--- src/tcon_two_pkg.sv ---
// package: offsets, fields, reset values and carriers of the second timer control block
package tcon_two_pkg;

	// =====================================================
	// register indices (byte address is four times index)
	localparam logic [4:0] IDX_TIMER_CONTROL_SECOND = 5'h17;
	localparam logic [4:0] IDX_EVENT_STATUS = 5'h18;
	localparam logic [4:0] IDX_EVENT_MASK = 5'h19;
	localparam logic [4:0] IDX_PORT_CONFIG = 5'h1A;
	localparam logic [4:0] IDX_SECOND_CAPTURE_LOW = 5'h1B;
	localparam logic [4:0] IDX_SECOND_CAPTURE_HIGH = 5'h1C;
	localparam logic [4:0] IDX_SHARED_PAIR_LOW = 5'h1D;
	localparam logic [4:0] IDX_SHARED_PAIR_HIGH = 5'h1E;

	// =====================================================
	// control register field positions
	localparam int BIT_SECOND_OVERRUN = 7;
	localparam int BIT_FIRST_OVERRUN = 6;
	localparam int BIT_SECOND_PULSE_EN = 5;
	localparam int BIT_FIRST_PULSE_EN = 4;
	localparam int BIT_CAPTURE_SELECT = 3;
	localparam int BIT_TIMER_THREE_RUN = 2;
	localparam int BIT_TIMER_TWO_RUN = 1;
	localparam int BIT_TIMER_ONE_RUN = 0;
	// bits that software may write in the control register
	localparam logic [7:0] CTRL_WRITE_MASK = 8'h3F;
	localparam logic [7:0] CTRL_RESET = 8'h00;

	// =====================================================
	// event status / mask field positions
	localparam int EV_FIRST_CAPTURE = 0;
	localparam int EV_SECOND_CAPTURE = 1;
	localparam int EV_FIRST_OVERRUN = 2;
	localparam int EV_SECOND_OVERRUN = 3;
	localparam int EV_WIDTH = 4;
	localparam logic [3:0] EV_RESET = 4'h0;

	// =====================================================
	// port configuration field positions
	localparam int CFG_PAIR_SIXTEEN = 0;
	localparam int CFG_FIRST_DIR = 2;
	localparam int CFG_SECOND_DIR = 3;
	localparam int CFG_FIRST_PIN_LEVEL = 4;
	localparam int CFG_SECOND_PIN_LEVEL = 5;
	localparam int CFG_FIRST_LATCH = 6;
	localparam int CFG_SECOND_LATCH = 7;
	// direction bits reset to input, latches and mode to zero
	localparam logic [7:0] CFG_RESET = 8'h0C;
	localparam logic [7:0] CFG_WRITE_MASK = 8'hCD;

	// shared pair reset value
	localparam logic [15:0] PAIR_RESET = 16'h0000;

	// =====================================================
	// capture pair state carrier
	typedef struct packed {
		logic [15:0] value;
		logic unread;
		logic lowRead;
		logic highRead;
		logic overrun;
	} capture_pair_t;

	localparam capture_pair_t CAPTURE_RESET = '{16'h0000, 1'b0, 1'b0, 1'b0, 1'b0};

	// timer gating outputs carrier
	typedef struct packed {
		logic timerOneInc;
		logic timerTwoInc;
		logic timerThreeInc;
		logic periodLimit;
	} timer_gate_t;

endpackage

--- src/timer_capture_pwm_control.sv ---
// module: second timer control register with capture overrun and pulse pin steering
// Function
// - second capture overrun flag on unread capture
// - second pair keeps oldest value until read
// - first capture overrun flag and hold likewise
// - second pulse enable overrides pin direction
// - first pulse enable overrides pin direction
// - select one: shared pair captures, no period
// - select zero: shared pair is period register
// - timer three counts only while run set
// - timer two run gates timer two increments
// - sixteen-bit mode: timer one run gates pair
// - eight-bit mode: timer one run gates timer one
// - pair mode bit joins timers one and two
//
// Register access over Avalon-MM was decided locally.
`timescale 1ns/1ps
`default_nettype none

module timer_capture_pwm_control
	import tcon_two_pkg::*;
(
	// clock and reset
	input wire logic mclk,
	input wire logic srst,
	// avalon-mm slave
	input wire logic [6:0] address,
	input wire logic read,
	input wire logic write,
	input wire logic [3:0] byteenable,
	input wire logic [31:0] writedata,
	output logic [31:0] readdata,
	output logic waitrequest,
	// capture events and timer three value from timer logic
	input wire logic firstCaptureEvent,
	input wire logic secondCaptureEvent,
	input wire logic [15:0] timerThreeCount,
	// pulse waveforms from pwm logic
	input wire logic firstPulseLevel,
	input wire logic secondPulseLevel,
	// timer gating and period towards counters
	output timer_gate_t timerGate,
	output logic [15:0] timerThreePeriod,
	// first pulse output pin
	input wire logic firstPulsePinIn,
	output logic firstPulsePinOut,
	output logic firstPulsePinOe_n,
	// second pulse output pin
	input wire logic secondPulsePinIn,
	output logic secondPulsePinOut,
	output logic secondPulsePinOe_n,
	// interrupt
	output logic irq
);

	// =====================================================
	// declarations
	logic [7:0] ctrl_ff; // control bits 5..0 stored here
	logic [7:0] cfg_ff; // pair mode, directions, latches
	logic [3:0] status_ff; // sticky event bits
	logic [3:0] mask_ff; // event enables
	capture_pair_t capOne_ff; // shared pair as capture
	capture_pair_t capTwo_ff; // second capture pair
	logic [15:0] period_ff; // shared pair as period
	logic ack_ff; // answer phase of a bus access
	logic [31:0] readdata_ff; // registered read data
	logic [1:0] pinSync1_ff; // first sync stage of pin levels
	logic [1:0] pinSync2_ff; // second sync stage
	logic [4:0] index; // register index of access
	logic req; // bus request present
	logic accept; // access completes this edge
	logic wrCtrl; // write control register
	logic wrCfg; // write configuration
	logic wrStatus; // write-one-to-clear status
	logic wrMask; // write mask
	logic wrPairLow; // write period low byte
	logic wrPairHigh; // write period high byte
	logic rdTwoLow; // read second pair low
	logic rdTwoHigh; // read second pair high
	logic rdOneLow; // read shared pair low
	logic rdOneHigh; // read shared pair high
	logic captureSelect; // shared pair used for capture
	logic firstTaken; // first capture latched value
	logic secondTaken; // second capture latched value
	logic firstOverrun; // first capture found pair unread
	logic secondOverrun; // second capture found pair unread
	logic [3:0] events; // event pulses for status
	logic [7:0] ctrlView; // control register as read
	logic [7:0] cfgView; // configuration as read
	logic [31:0] nxt_readdata; // read mux

	// =====================================================
	// bus decode
	assign index = address[6:2];
	assign req = read | write;
	assign accept = req & ack_ff;
	// one wait cycle on every access
	assign waitrequest = req & ~ack_ff;
	assign readdata = readdata_ff;

	assign wrCtrl = accept & write & byteenable[0] & (index == IDX_TIMER_CONTROL_SECOND);
	assign wrCfg = accept & write & byteenable[0] & (index == IDX_PORT_CONFIG);
	assign wrStatus = accept & write & byteenable[0] & (index == IDX_EVENT_STATUS);
	assign wrMask = accept & write & byteenable[0] & (index == IDX_EVENT_MASK);
	assign wrPairLow = accept & write & byteenable[0] & (index == IDX_SHARED_PAIR_LOW);
	assign wrPairHigh = accept & write & byteenable[0] & (index == IDX_SHARED_PAIR_HIGH);
	assign rdTwoLow = accept & read & (index == IDX_SECOND_CAPTURE_LOW);
	assign rdTwoHigh = accept & read & (index == IDX_SECOND_CAPTURE_HIGH);
	assign rdOneLow = accept & read & (index == IDX_SHARED_PAIR_LOW);
	assign rdOneHigh = accept & read & (index == IDX_SHARED_PAIR_HIGH);

	// answer phase toggles so every access takes two edges
	always_ff @(posedge mclk)
	begin
		if (srst)
			ack_ff <= 1'b0;
		else
			ack_ff <= req & ~ack_ff;
	end

	// =====================================================
	// register views
	always_comb
	begin
		ctrlView = ctrl_ff & CTRL_WRITE_MASK;
		ctrlView[BIT_SECOND_OVERRUN] = capTwo_ff.overrun;
		ctrlView[BIT_FIRST_OVERRUN] = capOne_ff.overrun;
		cfgView = cfg_ff & CFG_WRITE_MASK;
		cfgView[CFG_FIRST_PIN_LEVEL] = pinSync2_ff[0];
		cfgView[CFG_SECOND_PIN_LEVEL] = pinSync2_ff[1];
	end

	// read mux; unmapped indices read zero
	always_comb
	begin
		nxt_readdata = 32'h00000000;
		unique case (index)
			IDX_TIMER_CONTROL_SECOND: nxt_readdata[7:0] = ctrlView;
			IDX_EVENT_STATUS: nxt_readdata[3:0] = status_ff;
			IDX_EVENT_MASK: nxt_readdata[3:0] = mask_ff;
			IDX_PORT_CONFIG: nxt_readdata[7:0] = cfgView;
			IDX_SECOND_CAPTURE_LOW: nxt_readdata[7:0] = capTwo_ff.value[7:0];
			IDX_SECOND_CAPTURE_HIGH: nxt_readdata[7:0] = capTwo_ff.value[15:8];
			// shared pair shows capture or period by mode
			IDX_SHARED_PAIR_LOW:
				nxt_readdata[7:0] = captureSelect ? capOne_ff.value[7:0] : period_ff[7:0];
			IDX_SHARED_PAIR_HIGH:
				nxt_readdata[7:0] = captureSelect ? capOne_ff.value[15:8] : period_ff[15:8];
			default: nxt_readdata = 32'h00000000;
		endcase
	end

	// read data captured in the wait cycle, held through answer
	always_ff @(posedge mclk)
	begin
		if (srst)
			readdata_ff <= 32'h00000000;
		else if (req & ~ack_ff & read)
			readdata_ff <= nxt_readdata;
	end

	// =====================================================
	// control and configuration registers
	// control clears at reset
	always_ff @(posedge mclk)
	begin
		if (srst)
			ctrl_ff <= CTRL_RESET;
		else if (wrCtrl)
			ctrl_ff <= writedata[7:0] & CTRL_WRITE_MASK;
	end

	// pair mode, directions and pin latches
	always_ff @(posedge mclk)
	begin
		if (srst)
			cfg_ff <= CFG_RESET;
		else if (wrCfg)
			cfg_ff <= writedata[7:0] & CFG_WRITE_MASK;
	end

	// period register halves written by software
	always_ff @(posedge mclk)
	begin
		if (srst)
			period_ff <= PAIR_RESET;
		else if (wrPairLow)
			period_ff[7:0] <= writedata[7:0];
		else if (wrPairHigh)
			period_ff[15:8] <= writedata[7:0];
	end

	// =====================================================
	// capture pairs
	assign captureSelect = ctrl_ff[BIT_CAPTURE_SELECT];
	// first capture only in capture mode
	assign firstTaken = firstCaptureEvent & captureSelect & ~capOne_ff.unread;
	assign firstOverrun = firstCaptureEvent & captureSelect & capOne_ff.unread;
	assign secondTaken = secondCaptureEvent & ~capTwo_ff.unread;
	assign secondOverrun = secondCaptureEvent & capTwo_ff.unread;

	// second pair: latch, track byte reads, flag overrun
	always_ff @(posedge mclk)
	begin
		if (srst)
			capTwo_ff <= CAPTURE_RESET;
		else if (secondTaken)
		begin
			capTwo_ff.value <= timerThreeCount;
			capTwo_ff.unread <= 1'b1;
			capTwo_ff.lowRead <= 1'b0;
			capTwo_ff.highRead <= 1'b0;
		end
		else if (secondOverrun)
			capTwo_ff.overrun <= 1'b1;
		// value held until both bytes read
		else if ((capTwo_ff.lowRead | rdTwoLow) & (capTwo_ff.highRead | rdTwoHigh))
		begin
			capTwo_ff.unread <= 1'b0;
			capTwo_ff.lowRead <= 1'b0;
			capTwo_ff.highRead <= 1'b0;
			capTwo_ff.overrun <= 1'b0;
		end
		else
		begin
			capTwo_ff.lowRead <= capTwo_ff.lowRead | rdTwoLow;
			capTwo_ff.highRead <= capTwo_ff.highRead | rdTwoHigh;
		end
	end

	// first pair: same scheme on the shared register pair
	always_ff @(posedge mclk)
	begin
		if (srst)
			capOne_ff <= CAPTURE_RESET;
		else if (firstTaken)
		begin
			capOne_ff.value <= timerThreeCount;
			capOne_ff.unread <= 1'b1;
			capOne_ff.lowRead <= 1'b0;
			capOne_ff.highRead <= 1'b0;
		end
		// overrun flag and hold oldest value
		else if (firstOverrun)
			capOne_ff.overrun <= 1'b1;
		else if ((capOne_ff.lowRead | rdOneLow) & (capOne_ff.highRead | rdOneHigh))
		begin
			capOne_ff.unread <= 1'b0;
			capOne_ff.lowRead <= 1'b0;
			capOne_ff.highRead <= 1'b0;
			capOne_ff.overrun <= 1'b0;
		end
		else
		begin
			capOne_ff.lowRead <= capOne_ff.lowRead | rdOneLow;
			capOne_ff.highRead <= capOne_ff.highRead | rdOneHigh;
		end
	end

	// =====================================================
	// interrupt status and mask
	always_comb
	begin
		events = 4'h0;
		events[EV_FIRST_CAPTURE] = firstTaken;
		events[EV_SECOND_CAPTURE] = secondTaken;
		events[EV_FIRST_OVERRUN] = firstOverrun;
		events[EV_SECOND_OVERRUN] = secondOverrun;
	end

	// sticky bits; a new event wins over a clearing write
	always_ff @(posedge mclk)
	begin
		if (srst)
			status_ff <= EV_RESET;
		else if (wrStatus)
			status_ff <= (status_ff & ~writedata[3:0]) | events;
		else
			status_ff <= status_ff | events;
	end

	// event mask
	always_ff @(posedge mclk)
	begin
		if (srst)
			mask_ff <= EV_RESET;
		else if (wrMask)
			mask_ff <= writedata[3:0];
	end

	assign irq = |(status_ff & mask_ff);

	// =====================================================
	// timer gating
	always_comb
	begin
		// sixteen-bit pair follows timer one run
		// eight-bit timer one follows its run bit
		timerGate.timerOneInc = ctrl_ff[BIT_TIMER_ONE_RUN];
		// pair mode chains timer two to timer one
		// timer two run gates its increments
		if (cfg_ff[CFG_PAIR_SIXTEEN])
			timerGate.timerTwoInc = ctrl_ff[BIT_TIMER_ONE_RUN] & ctrl_ff[BIT_TIMER_TWO_RUN];
		else
			timerGate.timerTwoInc = ctrl_ff[BIT_TIMER_TWO_RUN];
		// timer three runs only while enabled
		timerGate.timerThreeInc = ctrl_ff[BIT_TIMER_THREE_RUN];
		// period limit only in period mode
		timerGate.periodLimit = ~captureSelect;
	end

	assign timerThreePeriod = period_ff;

	// =====================================================
	// pulse pins
	// two-flop synchroniser for the pin levels
	always_ff @(posedge mclk)
	begin
		if (srst)
		begin
			pinSync1_ff <= 2'h0;
			pinSync2_ff <= 2'h0;
		end
		else
		begin
			pinSync1_ff <= {secondPulsePinIn, firstPulsePinIn};
			pinSync2_ff <= pinSync1_ff;
		end
	end

	// first enable drives pin, else direction bit
	assign firstPulsePinOe_n = ctrl_ff[BIT_FIRST_PULSE_EN] ? 1'b0 : cfg_ff[CFG_FIRST_DIR];
	assign firstPulsePinOut = ctrl_ff[BIT_FIRST_PULSE_EN] ? firstPulseLevel
		: cfg_ff[CFG_FIRST_LATCH];
	// second enable drives pin, else direction bit
	assign secondPulsePinOe_n = ctrl_ff[BIT_SECOND_PULSE_EN] ? 1'b0 : cfg_ff[CFG_SECOND_DIR];
	assign secondPulsePinOut = ctrl_ff[BIT_SECOND_PULSE_EN] ? secondPulseLevel
		: cfg_ff[CFG_SECOND_LATCH];

endmodule

`default_nettype wire

--- config.mk ---
export PLATFORM = sky130hd
export DESIGN_NAME = timer_capture_pwm_control
export DESIGN_NICKNAME = d
export VERILOG_FILES = /design/src/tcon_two_pkg.sv /design/src/timer_capture_pwm_control.sv
export SDC_FILE = /design/constraint.sdc
export NUM_CORES = 1
export LEC_CHECK = 0
export ABC_AREA = 1
export BUFFER_PORTS_ARGS = -buffer_cell sky130_fd_sc_hd__buf_2
export CAP_MARGIN = 30
export CORE_MARGIN = 5
export CORE_UTILIZATION = 45
export DETAILED_ROUTE_END_ITERATION = 7
export PLACE_DENSITY = 0.71
export SKIP_LAST_GASP = 1
export SLEW_MARGIN = 20
export SYNTH_ARGS = -nofsm -noshare
export SYNTH_HDL_FRONTEND = slang
export SYNTH_SLANG_ARGS = --single-unit
export TNS_END_PERCENT = 100
--- constraint.sdc ---
create_clock -name mclk -period 1.65 [get_ports mclk]
set_input_delay 0.0825 -clock mclk [delete_from_list [all_inputs] [get_ports mclk]]
set_output_delay 0.0825 -clock mclk [all_outputs]
set_load 0.01 [all_outputs]
==> flow_metrics.tcl, run 1 <==
set metrics [dict create \
    status "completed" \
    required_ps 1890 \
    ir_drop_mv 0.359 \
    cp_max_fo 14 \
    firstDrtPassIters 5 \
    gp_congestion 0.922 \
    rsz0062_at_grt "no" \
    hold_violations 0 \
    wl_per_cell_um 14.9 \
    dieArea_mm2 0.0112 \
    setup_tns_ps 0 \
    final_cell_mix "nand2_1, dfxtp_1, nor2_1, buf_2, o21ai_0" \
    drive_gt1_share_pct 19.0 \
    num_rows 35 \
    seq_area_frac_synth_pct 42.7 \
    cts_tree "yes" \
    critPathMostFrequentCell "nand2_1" \
    antenna_found_initial 0 \
    ys_ff_latch 88 \
    arrival_ps 1640 \
    yosys_warnings 0 \
    via_per_inst 5.09 \
    die_x_um 106 \
    critical-path-slowest-cell "dfxtp_1" \
    clk_path_buf_depth 2 \
    fin_crit_sh_pct 84.7 \
    diodes 0 \
    topRoutingLayerUsed "met4" \
    dr_wl_met3_um 777 \
    wl_met2_um 5500 \
    grt_pass1_vias 3711 \
    wl_um 11800 \
    ios 127 \
    skew_ps 8.96 \
    nNetsFinal 745 \
    dpl.hpwl_um 8540 \
    drt_first_iter_violations 259 \
    clock_sinks 88 \
    start_util_pct 45.3 \
    root_buffer "clkbuf_8" \
    clock.fmax_mhz 716 \
    maxSlewViolCount 0 \
    numPortBuffers 73 \
    synthCells 583 \
    cp_num_buf_inv 1 \
    avgSynthCellArea_um2 7.08 \
    grt_start_max_net_pins 71 \
    crit_family "simple AND/OR/NAND/NOR gates" \
    p_leak_nw 2.35 \
    numCtsBuffers 9 \
    slowest_delay_ps 380 \
    areaGrowthSynthToFinish_pct 19.1 \
    power_density_mw_per_mm2 829 \
    path_cells "inv_1, nand2_1, nand2_1, nand2_1, nand2_1, nor2_1, nand2_1, nand2_1, a21oi_1" \
    cts.clk_slew.worst_paths_ps 80 \
    cp-start-kind "register" \
    finalSetupViolCount 0 \
    route.vias.total 4026 \
    grt_pass1_wl_um 18800 \
    clk-insertion-delay-late_ps 350 \
    netlist_area_mm2 0.00413 \
    htreeDepth 3 \
    drc 0 \
    fillers 907 \
    ant_nets 0 \
    cts.repair.resized 0 \
    hp-class "in2reg" \
    end_kind "register" \
    ys_types 29 \
    grt-ovfl-total 0 \
    core_area_mm2 0.00911 \
    maxCapViolCount 0 \
    met1Wirelength_um 5220 \
    criticalPathCategory "reg2reg" \
    fin_crit_ps 1400 \
    p_total_mw 4.08 \
    die_height_um 106 \
    final_common_cell "nand2_1" \
    track_usage_pct 21.1 \
]
## state kept, by name (all words and copies together) (netlist names)
name              cells
capOne_ff            20
status_ff             4
readdata              8
timerThreePeriod     16
ack_ff                1
ctrl_ff               6
capTwo_ff            20
pinSync2_ff           2
cfg_ff                5
pinSync1_ff           2
mask_ff               4
## worst min-delay path, stage by stage
cell and delay [ps]:
buf_2 110, o211ai_1 90, inv_1 50
## logic make-up (layout without fill, tap and decap cells)
family / Yosys count / in the layout / share of synthesized area, %
other: 1 / 24 / 0.0908
and+or+nand+nor: 244 / 244 / 26.1
AOI/OAI and AO/OA: 146 / 146 / 18.7
DFF: 88 / 88 / 42.7
buffers and inverters: 104 / 178 / 12.5
## final cells by class
type	count	area [µm²]	area share [%]
clock buffer	12	145	2.95
clock inverter	3	42.5	0.865
inverter	58	218	4.43
multi-input combinational	414	1940	39.4
sequential	88	1760	35.8
tap	111	139	2.82
timing repair buffer	105	673	13.7
## per-stage QoR
step	cells	setup WS, ps	instance area, µm²	hold slack, ps	utilization, %
2_1_floorplan	606	420	4220	189	-
5_1_grt	791	86.5	4920	18.2	54.0
3_5_place_dp	759	295	4560	294	50.1
4_1_cts	791	252	4920	2.07	54.0
3_3_place_gp	759	317	4560	293	50.1
6_report	791	253	4920	14.1	54.0
## repair_timing
item,in CTS,in global routing
endpoints found under the hold margin,25,0
endpoints found under the setup margin,0,0
buffers inserted,0,0
hold buffers,17,0
## final timing paths
check / start / end / slack, ps / depth (start not counted)
worst max-delay path: ctrl_ff[3]$_SDFFE_PP0P_ / readdata[2]$_SDFFE_PP0P_ / 250 / 9
worst min-delay path: secondCaptureEvent / capTwo_ff[3]$_SDFFE_PP0P_ / 10 / 3
worst max register to register: ctrl_ff[3]$_SDFFE_PP0P_ / readdata[2]$_SDFFE_PP0P_ / 250 / 9
worst min register to register: pinSync1_ff[0]$_SDFF_PP0_ / pinSync2_ff[0]$_SDFF_PP0_ / 410 / 2
## layer usage
metal	vias to the layer above	track usage, %
met5	-	0
met1	1843	28.8
met3	19	3.31
met2	146	33.7
met4	0	7.59
li1	2018	-
## where the power goes
| group | switching [mW] | total [mW] | internal [mW] |
|---|---|---|---|
| clock network | 0.736 | 1.47 | 0.733 |
| registers | 0.0254 | 2.20 | 2.18 |
| logic | 0.259 | 0.408 | 0.149 |
## synth_stat cells, drive strengths merged
library cell  count  area [µm²]
o22ai             4        25.0
nand2           113         449
nor3              2        10.0
o21bai            2        22.5
nor2             92         409
buf              33         248
o21ai            79         395
o2111ai           1        8.76
inv              58         218
dfxtp            88        1760
o211ai            6        45.0
nand3            35         198
a21boi            2        15.0
clkbuf           13        48.8
nand4             2        12.5
a21oi            52         260
conb              1        3.75
No activity file was read; power rests on OpenSTA's default activity.
==> run 2, diff against run 1 <==
==> constraint.sdc (replaced) <==
create_clock -name mclk -period 1.3 [get_ports mclk]
set_input_delay 0.065 -clock mclk [delete_from_list [all_inputs] [get_ports mclk]]
set_output_delay 0.065 -clock mclk [all_outputs]
set_load 0.01 [all_outputs]
==> run 2 against run 1 <==
  * Non-clock buffer count increased by 15
  * Total power grew 37%
  * Critical path type is now reg2out
  * Largest power group unchanged
  * Combinational power increased by 36%
==> flow_metrics.tcl, run 2 (synthesized netlist as in run 1, its figures left out) <==
set metrics [dict create \
    cp_num_buf_inv 3 \
    rr_worst_depth 9 \
    criticalPathCategory "reg2out" \
    r2r-end "readdata[0]$_SDFFE_PP0P_" \
    numCtsBuffers 9 \
    cp_max_fo 9 \
    maxSlewViolCount 0 \
    wl_um 11500 \
    status "completed" \
    rsz0062_at_grt "yes" \
    cts_tree "yes" \
    dpl.hpwl_um 8490 \
    placedCellCount 766 \
    final_cell_mix "nand2_1, dfxtp_1, nor2_1, buf_2, o21ai_0" \
    crit_family "buffers and inverters" \
    dieArea_mm2 0.0112 \
    critical-path-slowest-cell "dfxtp_4" \
    nNetsFinal 760 \
    die_x_um 106 \
    diodes 0 \
    fin_crit_sh_pct 95.4 \
    grt_pass1_vias 3781 \
    clock.fmax_mhz 806 \
    ir_drop_mv 0.563 \
    fin_cells 807 \
    ant_nets 0 \
    fin_util_pct 56.5 \
    hp-class "in2reg" \
    drive_gt1_share_pct 21.1 \
    multi_input_area_mm2 0.00196 \
    fin_crit_ps 1240 \
    gp_congestion 0.873 \
    final_cell_area_mm2 0.00514 \
    seqCellArea_mm2 0.00177 \
    firstDrtPassIters 5 \
    clk-insertion-delay-late_ps 360 \
    whs_ps 15.5 \
    areaGrowthSynthToFinish_pct 24.6 \
    core_area_mm2 0.00911 \
    fillers 904 \
    hold_violations 0 \
    finalSetupViolCount 0 \
    numPortBuffers 73 \
    p_leak_nw 2.46 \
    grt_start_max_net_pins 71 \
    r2r-start "ctrl_ff[3]$_SDFFE_PP0P_" \
    clk_path_buf_depth 2 \
    cts.clk_slew.worst_paths_ps 90 \
    antenna_found_initial 0 \
    arrival_ps 1180 \
    route.vias.total 4147 \
    placed_area_mm2 0.00464 \
    power_density_mw_per_mm2 1090 \
    holdPathEnd "timerThreePeriod[12]$_SDFFE_PP0P_" \
    root_buffer "clkbuf_8" \
    path_cells "inv_2, buf_4, buf_2" \
    required_ps 1240 \
    worstHoldStart "writedata[4]" \
    slowest_delay_ps 370 \
    drc 0 \
    rrSetupSlack_ps 70 \
    via_per_inst 5.14 \
    wl_per_cell_um 14.3 \
    num_rows 35 \
    start_util_pct 45.3 \
    track_usage_pct 20.6 \
    die_height_um 106 \
    skew_ps 6.99 \
    end_kind "primary output" \
    grt_pass1_wl_um 18600 \
    grt-ovfl-total 0 \
    drt_first_iter_violations 256 \
    final_common_cell "nand2_1" \
    setup_tns_ps 0 \
    clock_sinks 88 \
    htreeDepth 3 \
    cp-start-kind "register" \
    ios 127 \
    hold_depth 3 \
    maxCapViolCount 0 \
]
run 2: changes by cell type in the layout (fill, tap and decap cells not counted), moves of 2 or more:
cell	previous run	this run
o21ai_0	71	69
buf_12	2	4
nor2_1	82	79
dfxtp_1	88	86
buf_4	13	20
bufinv_16	1	3
dlygate4sd3_1	17	23
nor2_2	4	6
o21ai_1	8	10
run 2: layout make-up:
| class | instances | area share (%) |
|---|---|---|
| sequential | 88 | 34.3 |
| timing repair buffer | 120 | 16.1 |
| multi-input combinational | 414 | 38.1 |
| tap | 111 | 2.70 |
| clock inverter | 6 | 2.09 |
| inverter | 58 | 4.28 |
| clock buffer | 10 | 2.48 |
run 2: worst max path at each step:
stage | startpoint | cells after the start | endpoint
floorplan | ack_ff$_SDFF_PP0_ | 6 | readdata[4]$_SDFFE_PP0P_
global placement | ack_ff$_SDFF_PP0_ | 6 | ctrl_ff[3]$_SDFFE_PP0P_
detailed placement | ack_ff$_SDFF_PP0_ | 6 | ctrl_ff[3]$_SDFFE_PP0P_
CTS | capTwo_ff[3]$_SDFFE_PP0P_ | 5 | capTwo_ff[18]$_SDFFE_PP0P_
global route | ctrl_ff[3]$_SDFFE_PP0P_ | 9 | readdata[2]$_SDFFE_PP0P_
finish | ctrl_ff[3]$_SDFFE_PP0P_ | 3 | timerGate[0]
run 2: timing repair:
item / in CTS / in global routing
hold endpoints to repair: 35 / 0
resized for setup: 3 / 9
pin swaps: 0 / 1
buffers inserted: 2 / 0
hold buffers: 23 / 0
setup endpoints to repair: 13 / 31
run 2: metal layers:
metal | wire length, µm | GRT usage (%) | vias to the layer above | part of all wire [%]
li1 | - | - | 2056 | -
met1 | 5090 | 26.8 | 1906 | 44
met2 | 5470 | 34.0 | 160 | 47
met3 | 678 | 3.25 | 25 | 5.9
met4 | 280 | 8.42 | 0 | 2.4
met5 | 0 | 0 | - | 0
run 2: tightest hold or removal path: cells and delay by family:
family | cells | cell delay (ps)
buf+inv | 1 | 100
compound gates | 2 | 170
run 2: report_power, final:
group	internal [mW]	total, mW	switching (mW)
Combinational	0.217	0.554	0.338
Sequential	2.76	2.79	0.0326
Clock	1.27	2.25	0.976
Total	4.25	5.59	1.35
run 2: metrics by stage:
| stage | setup WS (ps) | power [mW] |
|---|---|---|
| 6_report | 59.4 | 5.59 |
| 2_1_floorplan | 69.6 | 3.17 |
| 4_1_cts | 3.54 | 5.60 |
| 3_5_place_dp | -13.9 | 3.34 |
| 3_3_place_gp | -7.09 | 3.33 |
| 5_1_grt | 3.17 | 5.81 |
==> run 3, diff against run 2 <==
==> constraint.sdc (replaced) <==
create_clock -name mclk -period 1.2 [get_ports mclk]
set_input_delay 0.06 -clock mclk [delete_from_list [all_inputs] [get_ports mclk]]
set_output_delay 0.06 -clock mclk [all_outputs]
set_load 0.01 [all_outputs]
==> run 3 against run 2 <==
  * The run now ends with negative hold slack left
  * Global-route usage is 0.32 points higher
  * Wire length is 5.1% higher
  * Register-to-register slack worse by 60 ps
  * Sequential share of layout area is 0.86 points lower
  * First-iteration DRC count is 24% lower
  * Critical endpoint is now status_ff[3]$_SDFF_PP0_
  * Largest power group unchanged
==> flow_metrics.tcl, run 3 (synthesized netlist as in run 1, its figures left out) <==
set metrics [dict create \
    cp_max_fo 5 \
    hp-class "in2reg" \
    multi_input_area_mm2 0.00205 \
    rsz0062_at_grt "yes" \
    p_sw_share_pct 24.9 \
    numCtsBuffers 9 \
    final_cell_mix "nand2_1, dfxtp_1, nor2_1, buf_2, o21ai_0" \
    p_clk_share_pct 39.5 \
    hold_violations 1 \
    power_density_mw_per_mm2 1140 \
    internal_power_mw 4.52 \
    htreeDepth 3 \
    p_comb_share_pct 10.2 \
    worst_slack_ps 9.46 \
    wl_per_cell_um 15.0 \
    numPortBuffers 73 \
    criticalPathCategory "reg2reg" \
    end_kind "register" \
    nNetsFinal 762 \
    wl_um 12100 \
    route.vias.total 4167 \
    fillers 885 \
    r2r-end "status_ff[3]$_SDFF_PP0_" \
    gp_congestion 0.895 \
    maxCapViolCount 0 \
    critical-path-slowest-cell "dfxtp_4" \
    drc 0 \
    cp.depth 6 \
    ios 127 \
    crit_family "flip-flops" \
    worstHoldStart "writedata[2]" \
    slowest_delay_ps 390 \
    status "complete, but fails checks" \
    root_buffer "clkbuf_8" \
    die_height_um 106 \
    cp_num_buf_inv 2 \
    num_rows 35 \
    clk_path_buf_depth 2 \
    core_area_mm2 0.00911 \
    cp-start-kind "register" \
    required_ps 1460 \
    rr_worst_depth 6 \
    fin_crit_sh_pct 99.2 \
    firstDrtPassIters 5 \
    die_x_um 106 \
    diodes 0 \
    arrival_ps 1450 \
    final_common_cell "nand2_1" \
    maxSlewViolCount 0 \
    skew_ps 10.6 \
    pwr-share-seq_pct 50.3 \
    clock_sinks 88 \
    antenna_found_initial 0 \
    ant_nets 0 \
    dpl.hpwl_um 8790 \
    track_usage_pct 20.9 \
    holdPathEnd "mask_ff[2]$_SDFFE_PP0P_" \
    hold_depth 3 \
    drive_gt1_share_pct 24.8 \
    whs_ps -8.72 \
    clk-insertion-delay-late_ps 360 \
    grt_pass1_wl_um 18800 \
    areaGrowthSynthToFinish_pct 28.1 \
    r2r-start "ack_ff$_SDFF_PP0_" \
    grt_start_max_net_pins 71 \
    drt_first_iter_violations 195 \
    setup_tns_ps 0 \
    seqCellArea_mm2 0.00177 \
    cts_tree "yes" \
    p_sw_mw 1.50 \
    fin_cells 809 \
    ir_drop_mv 0.706 \
    grt-ovfl-total 0 \
    fin_crit_ps 1190 \
    placedCellCount 768 \
    path_cells "nand3_4, inv_2, buf_12, nand3_2, o21ai_0, a21oi_1" \
    finalSetupViolCount 0 \
    violations "negative hold slack" \
    clock.fmax_mhz 840 \
    via_per_inst 5.15 \
    start_util_pct 45.3 \
    grt_pass1_vias 3857 \
    dieArea_mm2 0.0112 \
    cts.clk_slew.worst_paths_ps 90 \
    pre_cts_ws_ps -130 \
    p_leak_nw 2.47 \
    rrSetupSlack_ps 9 \
]
[run 3: changes by cell type in the layout (fill, tap and decap cells not counted), moves of 3 or more]
cell     previous run  this run
o21ai_0            69        52
o21ai_1            10        24
nand2_1           105        98
nand2_2             7        14
buf_4              20        16
a21oi_1            52        49
a21oi_2             0         3
inv_1              52        49
inv_4               1         4
o21ai_2             0         3
[run 3: per-layer routing]
layer / GRT usage [%] / vias to the layer above / routed length, µm
li1: - / 2061 / -
met1: 27.4 / 1932 / 5350
met2: 33.7 / 144 / 5660
met3: 5.82 / 30 / 828
met4: 6.11 / 0 / 263
met5: 0 / - / 0
[run 3: final cells by class]
cell class | instances | area share, %
inverter | 58 | 4.40
sequential | 88 | 33.5
timing repair inverter | 1 | 0.118
timing repair buffer | 120 | 16.2
clock inverter | 4 | 1.44
clock buffer | 12 | 2.93
tap | 111 | 2.62
multi-input combinational | 415 | 38.8
[run 3: worst max path at each step]
stage,from,endpoint
6_report,ack_ff$_SDFF_PP0_,status_ff[3]$_SDFF_PP0_
5_1_grt,ctrl_ff[3]$_SDFFE_PP0P_,readdata[1]$_SDFFE_PP0P_
4_1_cts,mask_ff[1]$_SDFFE_PP0P_,irq
3_5_place_dp,ack_ff$_SDFF_PP0_,timerThreePeriod[0]$_SDFFE_PP0P_
3_3_place_gp,ack_ff$_SDFF_PP0_,timerThreePeriod[0]$_SDFFE_PP0P_
2_1_floorplan,ack_ff$_SDFF_PP0_,readdata[4]$_SDFFE_PP0P_
[run 3: what timing repair did]
action	CTS	global route
setup endpoints to repair	48	43
hold buffers	21	0
pin swaps	0	10
cloned	0	3
resized for setup	9	53
hold endpoints to repair	34	0
setup buffers	0	1
[run 3: worst register-to-register path: cells and delay by family (launching register included)]
family          cells  cell delay [ps]
compound gates      2              270
buf+inv             2              240
flops               1              390
simple gates        2              190
[run 3: metrics by stage]
step                      util (%)  power [mW]  hold slack (ps)  cell area (µm²)
after floorplan                  -        3.44              167             4230
after global placement        51.5        3.62              272             4690
after detailed placement      51.5        3.63              268             4690
after CTS                     56.6        6.01             1.05             5150
after global routing          58.1        6.23             8.98             5290
final                         58.1        6.02            -8.72             5290
[run 3: power groups by stage]
stage	registers [mW]	clock network, mW	logic (mW)
after floorplan	3.09	0	0.345
after global placement	3.10	0	0.528
after detailed placement	3.10	0	0.533
after CTS	3.03	2.39	0.589
after global routing	3.04	2.52	0.677
final	3.03	2.38	0.616
